## src/design/dram_arb_pkg.sv

```systemverilog
// Constants and types for the dual-port DRAM access arbiter
// Operation
// Refresh first, then the granted port, then the ungranted port.
// Grant stays with last port after access until other port requests.
// Requests must be synchronous to clk_sys; external synchronisers otherwise.
// Port B access starts only from its request input.
// Granted, no refresh, precharge done: RAS asserts with Port B request.
// Port B holds request whole access; its negation ends RAS.
// With column enable bit 0 set, CAS follows enables after RAS ends.
// Ungranted B starts one or two edges after grant, per delay select.
// Grant moves to B only when A idle, unlocked, and B requesting.
// New A request before previous ends keeps grant at Port A.
// Port B folds its chip select into its request.
// Early acknowledge asserts with Port B RAS, holds until request negates.
// Grant output high means Port B owns array, low means Port A.
// Grant changes after current request negates, one or two clocks before RAS.
// Grant holds until other port requests while granted port is idle.
// Hold input keeps current owner; the other port waits.
// Hold input never blocks refresh; it only freezes the grant.
// A shut-out port gets wait states until it may access.
// External buffers steer shared inputs by the grant output.
// After reset Port A is granted, grant output low.
// All decisions are taken on rising edges of clk_sys.
package dram_arb_pkg;
   localparam int CLK_PERIOD_NS  = 20;
   localparam int PRECHARGE_NS   = 60;
   localparam int PRECHARGE_CYC  = (PRECHARGE_NS + CLK_PERIOD_NS - 1) / CLK_PERIOD_NS;
   localparam int PCH_W          = 3;
   localparam int CAS_W          = 4;
   localparam logic GRANT_RESET  = 1'b0;
   // Longest Port B wait with no lock, refresh or Port A demand in the way
   localparam int B_WAIT_MAX     = 8;

   typedef enum logic [3:0] {
      B_IDLE  = 4'b0001,
      B_DELAY = 4'b0010,
      B_RAS   = 4'b0100,
      B_DONE  = 4'b1000
   } port_b_state_t;
endpackage

```

## src/design/arb_status_if.sv

```systemverilog
// Grant and busy status from the arbiter core to the Port B sequencer, Port B activity back
`timescale 1ns/1ps
`default_nettype none
interface arb_status_if;
   logic grant_b;
   logic refresh_busy;
   logic precharge_busy;
   logic b_active;
   modport arbiter (output grant_b, output refresh_busy, output precharge_busy, input b_active);
   modport sequencer (input grant_b, input refresh_busy, input precharge_busy, output b_active);
endinterface
`default_nettype wire

```

## src/design/dual_port_dram_access_arbiter.sv

```systemverilog
// Arbiter among refresh, Port A and Port B for one shared DRAM array
`timescale 1ns/1ps
`default_nettype none
module dual_port_dram_access_arbiter
   import dram_arb_pkg::*;
#(
   parameter int PRE_CYC = PRECHARGE_CYC
) (
   // Clock and reset
   input  wire logic             clk_sys,
   input  wire logic             rst_b,
   // Port A
   input  wire logic             port_a_access_request,
   input  wire logic             port_a_address_strobe,
   // Port B
   input  wire logic             port_b_access_request,
   // Shared controls
   input  wire logic             hold_grant,
   input  wire logic             refresh_request,
   input  wire logic             column_enable_bit0,
   input  wire logic [CAS_W-1:0] column_strobe_enables,
   input  wire logic             grant_start_delay_select,
   // Outputs
   output logic                  port_b_owns_array,
   output logic                  port_b_early_ack,
   output logic                  port_b_ras,
   output logic [CAS_W-1:0]      port_b_cas,
   output logic                  port_a_wait,
   output logic                  port_b_wait,
   output logic                  refresh_active
);
   arb_status_if st ();

   logic             a_req;
   logic             a_req_q;
   logic             a_relock;
   logic             next_ras_b;
   logic             next_ack_b;
   logic [PCH_W-1:0] pch_cnt;

   assign a_req = port_a_access_request || port_a_address_strobe;

   // Refresh runs only while no port access holds RAS, then outranks both
   always_ff @(posedge clk_sys) begin
      if (!rst_b)
         refresh_active <= 1'b0;
      else if (refresh_request && !port_b_ras && !(a_req && !port_b_owns_array))
         refresh_active <= 1'b1;
      else if (!refresh_request)
         refresh_active <= 1'b0;
   end

   // Precharge count after Port B RAS or refresh ends
   always_ff @(posedge clk_sys) begin
      if (!rst_b)
         pch_cnt <= '0;
      else if ((port_b_ras && !next_ras_b) || (refresh_active && !refresh_request))
         pch_cnt <= PCH_W'(PRE_CYC);
      else if (pch_cnt != '0)
         pch_cnt <= pch_cnt - PCH_W'(1);
   end

   assign st.refresh_busy   = refresh_active || refresh_request;
   assign st.precharge_busy = (pch_cnt != '0);
   assign st.grant_b        = port_b_owns_array;

   // A strobe arriving while the prior A request still stands keeps A owner
   always_ff @(posedge clk_sys) begin
      if (!rst_b) begin
         a_req_q  <= 1'b0;
         a_relock <= 1'b0;
      end else begin
         a_req_q  <= port_a_access_request;
         a_relock <= port_a_address_strobe && a_req_q;
      end
   end

   // Grant: sticky owner, moves only when owner idle and other requests
   always_ff @(posedge clk_sys) begin
      if (!rst_b)
         port_b_owns_array <= GRANT_RESET;
      else if (!hold_grant) begin
         if (!port_b_owns_array && !a_req && !a_relock && port_b_access_request)
            port_b_owns_array <= 1'b1;
         else if (port_b_owns_array && a_req && !st.b_active && !port_b_ras && !port_b_access_request)
            port_b_owns_array <= 1'b0;
      end
   end

   port_b_sequencer u_seq (
      .clk_sys                  (clk_sys),
      .rst_b                    (rst_b),
      .port_b_access_request    (port_b_access_request),
      .grant_start_delay_select (grant_start_delay_select),
      .st                       (st),
      .next_ras_b               (next_ras_b),
      .next_ack_b               (next_ack_b)
   );

   // Registered RAS and early acknowledge
   always_ff @(posedge clk_sys) begin
      if (!rst_b) begin
         port_b_ras       <= 1'b0;
         port_b_early_ack <= 1'b0;
      end else begin
         port_b_ras       <= next_ras_b;
         port_b_early_ack <= next_ack_b;
      end
   end

   // CAS may outlive RAS while enables stay on and bit0 is still set
   always_ff @(posedge clk_sys) begin
      if (!rst_b)
         port_b_cas <= '0;
      else if (next_ras_b)
         port_b_cas <= column_strobe_enables;
      else if (column_enable_bit0)
         port_b_cas <= port_b_cas & column_strobe_enables;
      else
         port_b_cas <= '0;
   end

   // Wait states for a port shut out of the array
   always_ff @(posedge clk_sys) begin
      if (!rst_b) begin
         port_a_wait <= 1'b0;
         port_b_wait <= 1'b0;
      end else begin
         port_a_wait <= a_req && (port_b_owns_array || refresh_active);
         port_b_wait <= port_b_access_request && !next_ack_b;
      end
   end

   // Run length of Port B wait states that nothing legal explains
   logic [3:0] b_wait_run;

   always_ff @(posedge clk_sys) begin
      if (!rst_b)
         b_wait_run <= '0;
      else if (!port_b_wait || hold_grant || st.refresh_busy || a_req || a_relock)
         b_wait_run <= '0;
      else if (b_wait_run != 4'hF)
         b_wait_run <= b_wait_run + 4'h1;
   end
endmodule
`default_nettype wire

```

## src/design/port_b_sequencer.sv

```systemverilog
// Port B access sequencer: RAS start, early acknowledge and Port B activity status
`timescale 1ns/1ps
`default_nettype none
module port_b_sequencer
   import dram_arb_pkg::*;
(
   // Clock and reset
   input  wire logic        clk_sys,
   input  wire logic        rst_b,
   // Port B request and start delay
   input  wire logic        port_b_access_request,
   input  wire logic        grant_start_delay_select,
   // Status from the arbiter
   arb_status_if.sequencer  st,
   // Results
   output logic             next_ras_b,
   output logic             next_ack_b
);
   port_b_state_t state;
   logic          just_granted;

   assign st.b_active = (state == B_RAS) || (state == B_DELAY);

   always_ff @(posedge clk_sys) begin
      if (!rst_b) begin
         state        <= B_IDLE;
         just_granted <= 1'b0;
      end else begin
         just_granted <= 1'b0;
         unique case (state)
            B_IDLE: begin
               // Only the request input starts an access
               if (port_b_access_request && st.grant_b && !st.refresh_busy && !st.precharge_busy) begin
                  if (grant_start_delay_select && just_granted)
                     state <= B_DELAY;
                  else
                     state <= B_RAS;
               end
            end
            B_DELAY: begin
               // A refresh or precharge arriving in the delay cycle must still win
               if (!port_b_access_request)
                  state <= B_IDLE;
               else if (!st.refresh_busy && !st.precharge_busy)
                  state <= B_RAS;
            end
            B_RAS: begin
               if (!port_b_access_request)
                  state <= B_IDLE;
            end
            B_DONE: begin
               state <= B_IDLE;
            end
         endcase
         if (!st.grant_b)
            just_granted <= 1'b1;
      end
   end

   // RAS and acknowledge decoded so the top can register them
   always_comb begin
      next_ras_b = 1'b0;
      next_ack_b = 1'b0;
      if (port_b_access_request) begin
         if (state == B_RAS) begin
            next_ras_b = 1'b1;
            next_ack_b = 1'b1;
         end else if (state == B_IDLE && st.grant_b && !st.refresh_busy && !st.precharge_busy
                      && !(grant_start_delay_select && just_granted)) begin
            next_ras_b = 1'b1;
            next_ack_b = 1'b1;
         end else if (state == B_DELAY && !st.refresh_busy && !st.precharge_busy) begin
            next_ras_b = 1'b1;
            next_ack_b = 1'b1;
         end
      end
   end
endmodule
`default_nettype wire

```

## config.mk

```make
export PLATFORM = sky130hd
export DESIGN_NAME = dual_port_dram_access_arbiter
export DESIGN_NICKNAME = d
export VERILOG_FILES = /design/src/design/dram_arb_pkg.sv /design/src/design/arb_status_if.sv /design/src/design/dual_port_dram_access_arbiter.sv /design/src/design/port_b_sequencer.sv
export SDC_FILE = /design/constraint.sdc
export NUM_CORES = 1
export LEC_CHECK = 0
export BUFFER_PORTS_ARGS = -buffer_cell sky130_fd_sc_hd__buf_2
export CAP_MARGIN = 20
export CORE_MARGIN = 1
export CORE_UTILIZATION = 30
export CTS_BUF_LIST = sky130_fd_sc_hd__clkbuf_16
export DETAILED_ROUTE_END_ITERATION = 7
export GPL_TIMING_DRIVEN = 0
export PLACE_DENSITY_LB_ADDON = 0.2
export SLEW_MARGIN = 20
export SYNTH_ARGS = -nofsm -noshare
export SYNTH_HDL_FRONTEND = slang
export SYNTH_HIERARCHICAL = 1
export SYNTH_SLANG_ARGS = --single-unit
```

## constraint.sdc

```tcl
create_clock -name clk_sys -period 4.9 [get_ports clk_sys]
set_input_delay 0.49 -clock clk_sys [delete_from_list [all_inputs] [get_ports clk_sys]]
set_output_delay 0.49 -clock clk_sys [all_outputs]
set_load 0.02 [all_outputs]
```

## Yosys cells after proc, flatten, opt, wreduce, memory -nomap -nowiden

Cells that the tools add are included.
W data, S select, Z words.

- Bits in read-only memories: 0
- Input bits: 13
- Bits in latches: 0
- Memories: 0
- Output and inout bits: 10
- Logic and storage cells: 92
- Register bits after elaboration: 19
- Bits in writable memories: 0

- Div/mod/pow operators: 0
- Magnitude comparators: 0
- Multiply operators: 0
- Bitwise gates (word level): 3
- Mux-type cells: 19
- Add/subtract/negate cells: 1
- Equal/unequal tests: 8
- Reduce and logical (&&, ||, !) cells: 49
- Shifts and indexed selects: 0

Operators with widths:

| cell | number |
|---|---|
| $logic_and A1 B1 Y1 | 26 |
| $mux W4 | 6 |
| $pmux W4 S4 | 1 |
| $logic_not A1 Y1 | 12 |
| $mux W1 | 9 |
| $logic_or A1 B1 Y1 | 5 |
| $and A4 B4 Y4 | 1 |
| $eq A4 B1 Y1 const B | 1 |
| $eq A4 B2 Y1 const B | 1 |
| $eq A4 B3 Y1 const B | 1 |
| $eq A4 B4 Y1 const B | 1 |
| $mux W2 | 2 |
| $ne A2 B1 Y1 const B | 2 |
| $reduce_bool A2 Y1 | 2 |
| $mux W3 | 1 |
| $ne A3 B3 Y1 const B | 1 |
| $reduce_and A3 Y1 | 1 |
| $reduce_bool A3 Y1 | 1 |
| $sub A3 B1 Y3 const B | 1 |
| $ne A2 B2 Y1 const B | 1 |
| $not A1 Y1 | 2 |
| $reduce_and A2 Y1 | 1 |
| $reduce_or A2 Y1 | 1 |

## Longest topological paths before layout

- Depth after elaboration: 12
- Gate-level depth with buffers: 9
- Gate-level depth less buffers: 8

## By module

The synthesis kept the hierarchy.

By module, submodules not included:

| module | seq. area each (um^2) | instances | cells an instance | area an instance (um^2) |
|---|---|---|---|---|
| dual_port_dram_access_arbiter | 300.3 | 1 | 60 | 554.3 |
| port_b_sequencer | 80.1 | 1 | 29 | 267.8 |

## Worst setup path before layout

Ideal clock, no wire load.

- Path kind: input to register
- Start point: input port refresh_request
- End point: register pch_cnt[0]
- Stages: 7
- Buffers on the path: 1
- Slack: 3027 ps
- Arrival: 1759 ps
- Cell sequence: or2_1 -> nor3b_1 -> a31oi_1 -> o32ai_1 -> buf_4 -> o22ai_1 -> o21a_1

- Word-level cells in the longest chain between the ends: 12
- Elaborated cells on any way between the ends: 18
- Those cells by class: 5 x mux; 13 x reduce/logical

Ends and longest elaborated chain:

| item | RTL line | text |
|---|---|---|
| from (decl) | dual_port_dram_access_arbiter.sv:19 | `input wire logic refresh_request,` |
| $logic_or A1 B1 Y1 * | dual_port_dram_access_arbiter.sv:63 | `assign st.refresh_busy = refresh_active \|\| refresh_request;` |
| $logic_not A1 Y1 * | port_b_sequencer.sv:68, port_b_sequencer.sv:72 |  |
| $logic_and A1 B1 Y1 (on tied branches) (2 in a row) | port_b_sequencer.sv:72, port_b_sequencer.sv:68 |  |
| $mux W1 or $logic_and A1 B1 Y1 (tied branches) | n/a |  |
| $mux W1 * (3 in a row) | n/a |  |
| named net next_ack_b | dual_port_dram_access_arbiter.sv:38 | `logic next_ack_b;` |
| $logic_not A1 Y1 * | dual_port_dram_access_arbiter.sv:57 | `else if ((port_b_ras && !next_ras_b) \|\| (refresh_active && !refresh_request))` |
| $logic_and A1 B1 Y1 * | dual_port_dram_access_arbiter.sv:57 |  |
| $logic_or A1 B1 Y1 * | dual_port_dram_access_arbiter.sv:57 |  |
| $mux W2 or $reduce_bool A2 Y1 (tied branches) | n/a |  |
| to (signal assigned) | dual_port_dram_access_arbiter.sv:58 | `pch_cnt <= PCH_W'(PRE_CYC);` |
| to (signal assigned) | dual_port_dram_access_arbiter.sv:60 | `pch_cnt <= pch_cnt - PCH_W'(1);` |
| to (decl) | dual_port_dram_access_arbiter.sv:39 | `logic [PCH_W-1:0] pch_cnt;` |

The timed path passes the listed nets; every way through them passes the cells marked *.
A chain may end at the register's enable or synchronous reset.

## Worst setup path in the final report

- Start point: register pch_cnt[0]
- End point: register pch_cnt[0]

- Word-level cells in the longest chain between the ends: 11
- Elaborated cells on any way between the ends: 16
- Those cells by class: 1 x add/sub; 6 x mux; 9 x reduce/logical

Ends and longest elaborated chain:

| item | RTL line | text |
|---|---|---|
| $reduce_bool A3 Y1 * | dual_port_dram_access_arbiter.sv:64 | `assign st.precharge_busy = (pch_cnt != '0);` |
| named net st.precharge_busy | arb_status_if.sv:7 | `logic precharge_busy;` |
| $logic_not A1 Y1 * | port_b_sequencer.sv:68, port_b_sequencer.sv:72 |  |
| $logic_and A1 B1 Y1 (on tied branches) | port_b_sequencer.sv:72, port_b_sequencer.sv:68 |  |
| $mux W1 or $logic_and A1 B1 Y1 (tied branches) | n/a |  |
| $mux W1 * (3 in a row) | n/a |  |
| named net next_ack_b | dual_port_dram_access_arbiter.sv:38 |  |
| $logic_not A1 Y1 * | dual_port_dram_access_arbiter.sv:57 |  |
| $logic_and A1 B1 Y1 * | dual_port_dram_access_arbiter.sv:57 |  |
| $logic_or A1 B1 Y1 * | dual_port_dram_access_arbiter.sv:57 |  |
| $mux W2 or $reduce_bool A2 Y1 (tied branches) | n/a |  |

The timed path passes the listed nets; every way through them passes the cells marked *. The select of a mux whose other input is x is not followed.

==> results_dict.tcl <==
set metrics [dict create \
    antenna_found_initial 0 \
    finalNetCount 131 \
    drtAntennaViolNets 0 \
    path_max_fanout 7 \
    drv_slew 0 \
    netlist_top_cells_count "19 x dfxtp_1, 11 x nor2_1, 6 x nand2_1, 5 x a21oi_1, 4 x inv_1" \
    multi_input_area_um2 414 \
    synth.distinct_cells 37 \
    ctsHoldBuffers 0 \
    fillers 262 \
    max-vdd-ir-drop_mv 0.286 \
    crit_start "pch_cnt[0]" \
    worstHoldStart "a_req_q" \
    fmax_mhz 464 \
    critPathSlowestCell "nor3b_1" \
    finalWorstSetupSlack_ps 2740 \
    syn-cell-area_um2 822 \
    pin_count 23 \
    critPathRequiredTime_ps 5040 \
    yosys_warnings 6 \
    crit_family "compound AO/OA/AOI/OAI gates" \
    ys_ff_latch 19 \
    gp_congestion 0.763 \
    fin_crit_sh_pct 44.0 \
    worst_clock_skew_ps 2.53 \
    synthToLayoutAreaGrowth_pct 27.7 \
    worstPathArrival_ps 2300 \
    regMostFlops "port_b_cas" \
    power_density_nw_per_um2 453 \
    synth_cells 89 \
    synth_top_area_cell "dfxtp_1" \
    tns_ps 0 \
    design.core.area_um2 2520 \
    worstMarginPinSlew_ps 434 \
    numPortBuffers 22 \
    cts.clk_slew.worst_paths_ps 60 \
    p_sw_uw 134 \
    fp.dieArea_um2 2950 \
    setup_violations 0 \
    hp-class "flop to flop" \
    num_antenna_cells 0 \
    cp_cell_sequence "inv_1 -> ha_1 -> nand2b_1 -> nor3b_1 -> a31oi_1 -> o32ai_1 -> buf_4 -> o22ai_1 -> o21a_1" \
    drt_wl_total_um 1670 \
    wl_per_cell_um 11.5 \
    synth-edff-count 0 \
    status "completed" \
    vias 710 \
    yosysSeqAreaShare_pct 46.3 \
    dp_hpwl_um 1220 \
    drtPass1Iterations 4 \
    seqPwrFrac_pct 38.9 \
    seq_area_um2 380 \
    drtIter0Drc 8 \
    numCtsBuffers 3 \
    slowest_delay_ps 370 \
    drc_errors 0 \
    synth_ff_type "dfxtp_1" \
    async_reset_ff_share_pct 0 \
    clock_sinks 19 \
    dieWidth_um 54.3 \
    synth_area_leaders "dfxtp_1 46%, nor2_1 5.0%, a21oi_1 3.0%, ha_1 3.0%, nand2_1 2.7%" \
    fp.dieH_um 54.3 \
    clockRootBuffer "clkbuf_16" \
    grt_start_max_net_pins 12 \
    grt-ovfl-total 0 \
    clkPwrFrac_pct 35.3 \
    crit_type "flop to flop" \
    grt_use_total_pct 14.0 \
    netSwitchingFraction_pct 28.1 \
    final_area_um2 1050 \
    hold_violations 0 \
    grt_use_met3_pct 6.11 \
    cap_violations 0 \
    first_global_vias 644 \
    post_dp_cell_area_um2 970 \
    fin_crit_ps 2160 \
    viasPerCell 4.90 \
    path_buf_inv 2 \
    top_usage_layer "met2" \
    grtUsageMet2_pct 21.5 \
    end_kind "flop" \
    drive_gt1_share_pct 27.0 \
    post_cts.repair.setup_buffers 0 \
    grt_use_met1_pct 16.3 \
    cts_resized 0 \
    initial_core_util_pct 32.6 \
    r2r_start "pch_cnt[0]" \
    internal-power_uw 342 \
    fp-row-count 18 \
    p_leak_nw 0.470 \
    largest_register_ffs 4 \
    synth_top_area_share_pct 46.3 \
    rsz0062_at_grt "no" \
    grt_pass1_wl_um 2820 \
    clockBufferDepth 2 \
    pre_cts_slack_ps 2690 \
    cts_tree "done" \
    combPwrFrac_pct 25.8 \
    cp-start-kind "flop" \
    cts_max_level 1 \
    syn_nets 104 \
    syn_area_per_cell_um2 9.24 \
    slew_headroom_pct 71.0 \
    yosysMostFrequentCell "dfxtp_1" \
    insertion_delay_ps 250 \
    largestRegisters "port_b_cas (4), pch_cnt (3), u_seq/state (3)" \
]
==> layout by cell type (no fill, tap or decap), types with 2 or more instances in the layout <==
cell / instances
ha_1: 2
dfxtp_1: 19
o21ai_1: 3
nand2_1: 6
and2_1: 3
xnor2_1: 2
nor3b_1: 2
nor2b_1: 2
a21oi_1: 5
buf_2: 23
inv_1: 4
clkbuf_16: 3
nand2b_1: 2
nand3_1: 2
nor2_1: 11
o21ai_0: 2
o21a_1: 2
==> per-stage QoR <==
| step | std cells | power [mW] | utilization, % | hold slack [ps] |
|---|---|---|---|---|
| after detailed placement | 141 | 0.311 | 38.4 | 436 |
| after CTS | 145 | 0.481 | 41.6 | 446 |
| after floorplan | 89 | 0.285 | - | 429 |
| after global placement | 141 | 0.308 | 38.4 | 435 |
| final | 145 | 0.476 | 41.6 | 445 |
| after global routing | 145 | 0.509 | 41.6 | 446 |
==> cell families (layout without fill, tap and decap cells) <==
family | after synthesis | after routing | synth area share, %
compound gates | 21 | 21 | 17.5
xor+xnor | 3 | 3 | 3.20
fa+ha+maj | 2 | 2 | 3.04
buf+inv | 6 | 32 | 3.35
flops | 19 | 19 | 46.3
mux | 1 | 1 | 1.22
simple gates | 37 | 37 | 25.4
==> routing by layer <==
metal  vias to the layer above  part of all wire (%)
met5                         -                     0
met4                         0                   1.3
met3                         2                   7.1
met2                        19                    44
met1                       330                    48
li1                        359                     -
==> power groups by stage <==
stage	Combinational, mW	Sequential, mW	Clock (mW)
floorplan	0.0954	0.189	0
global placement	0.120	0.188	0
detailed placement	0.123	0.188	0
CTS	0.124	0.185	0.172
global route	0.140	0.187	0.182
finish	0.123	0.185	0.168
==> cell type report <==
class / instances / area share (%)
multi-input cells: 64 / 39.5
flip-flops and latches: 19 / 36.2
repair buffers: 22 / 10.5
clock buffers: 3 / 7.15
well taps: 30 / 3.58
inverters: 4 / 1.43
plain buffers: 2 / 1.19
clock inverters: 1 / 0.477
==> worst paths after layout <==
path / to / slack [ps] / cells past startpoint
max: pch_cnt[0] / 2740 / 9
max reg2reg: pch_cnt[0] / 2740 / 9
min reg2reg: a_relock / 450 / 1
min: a_relock / 450 / 1
Power figures use the tool's default switching activity.
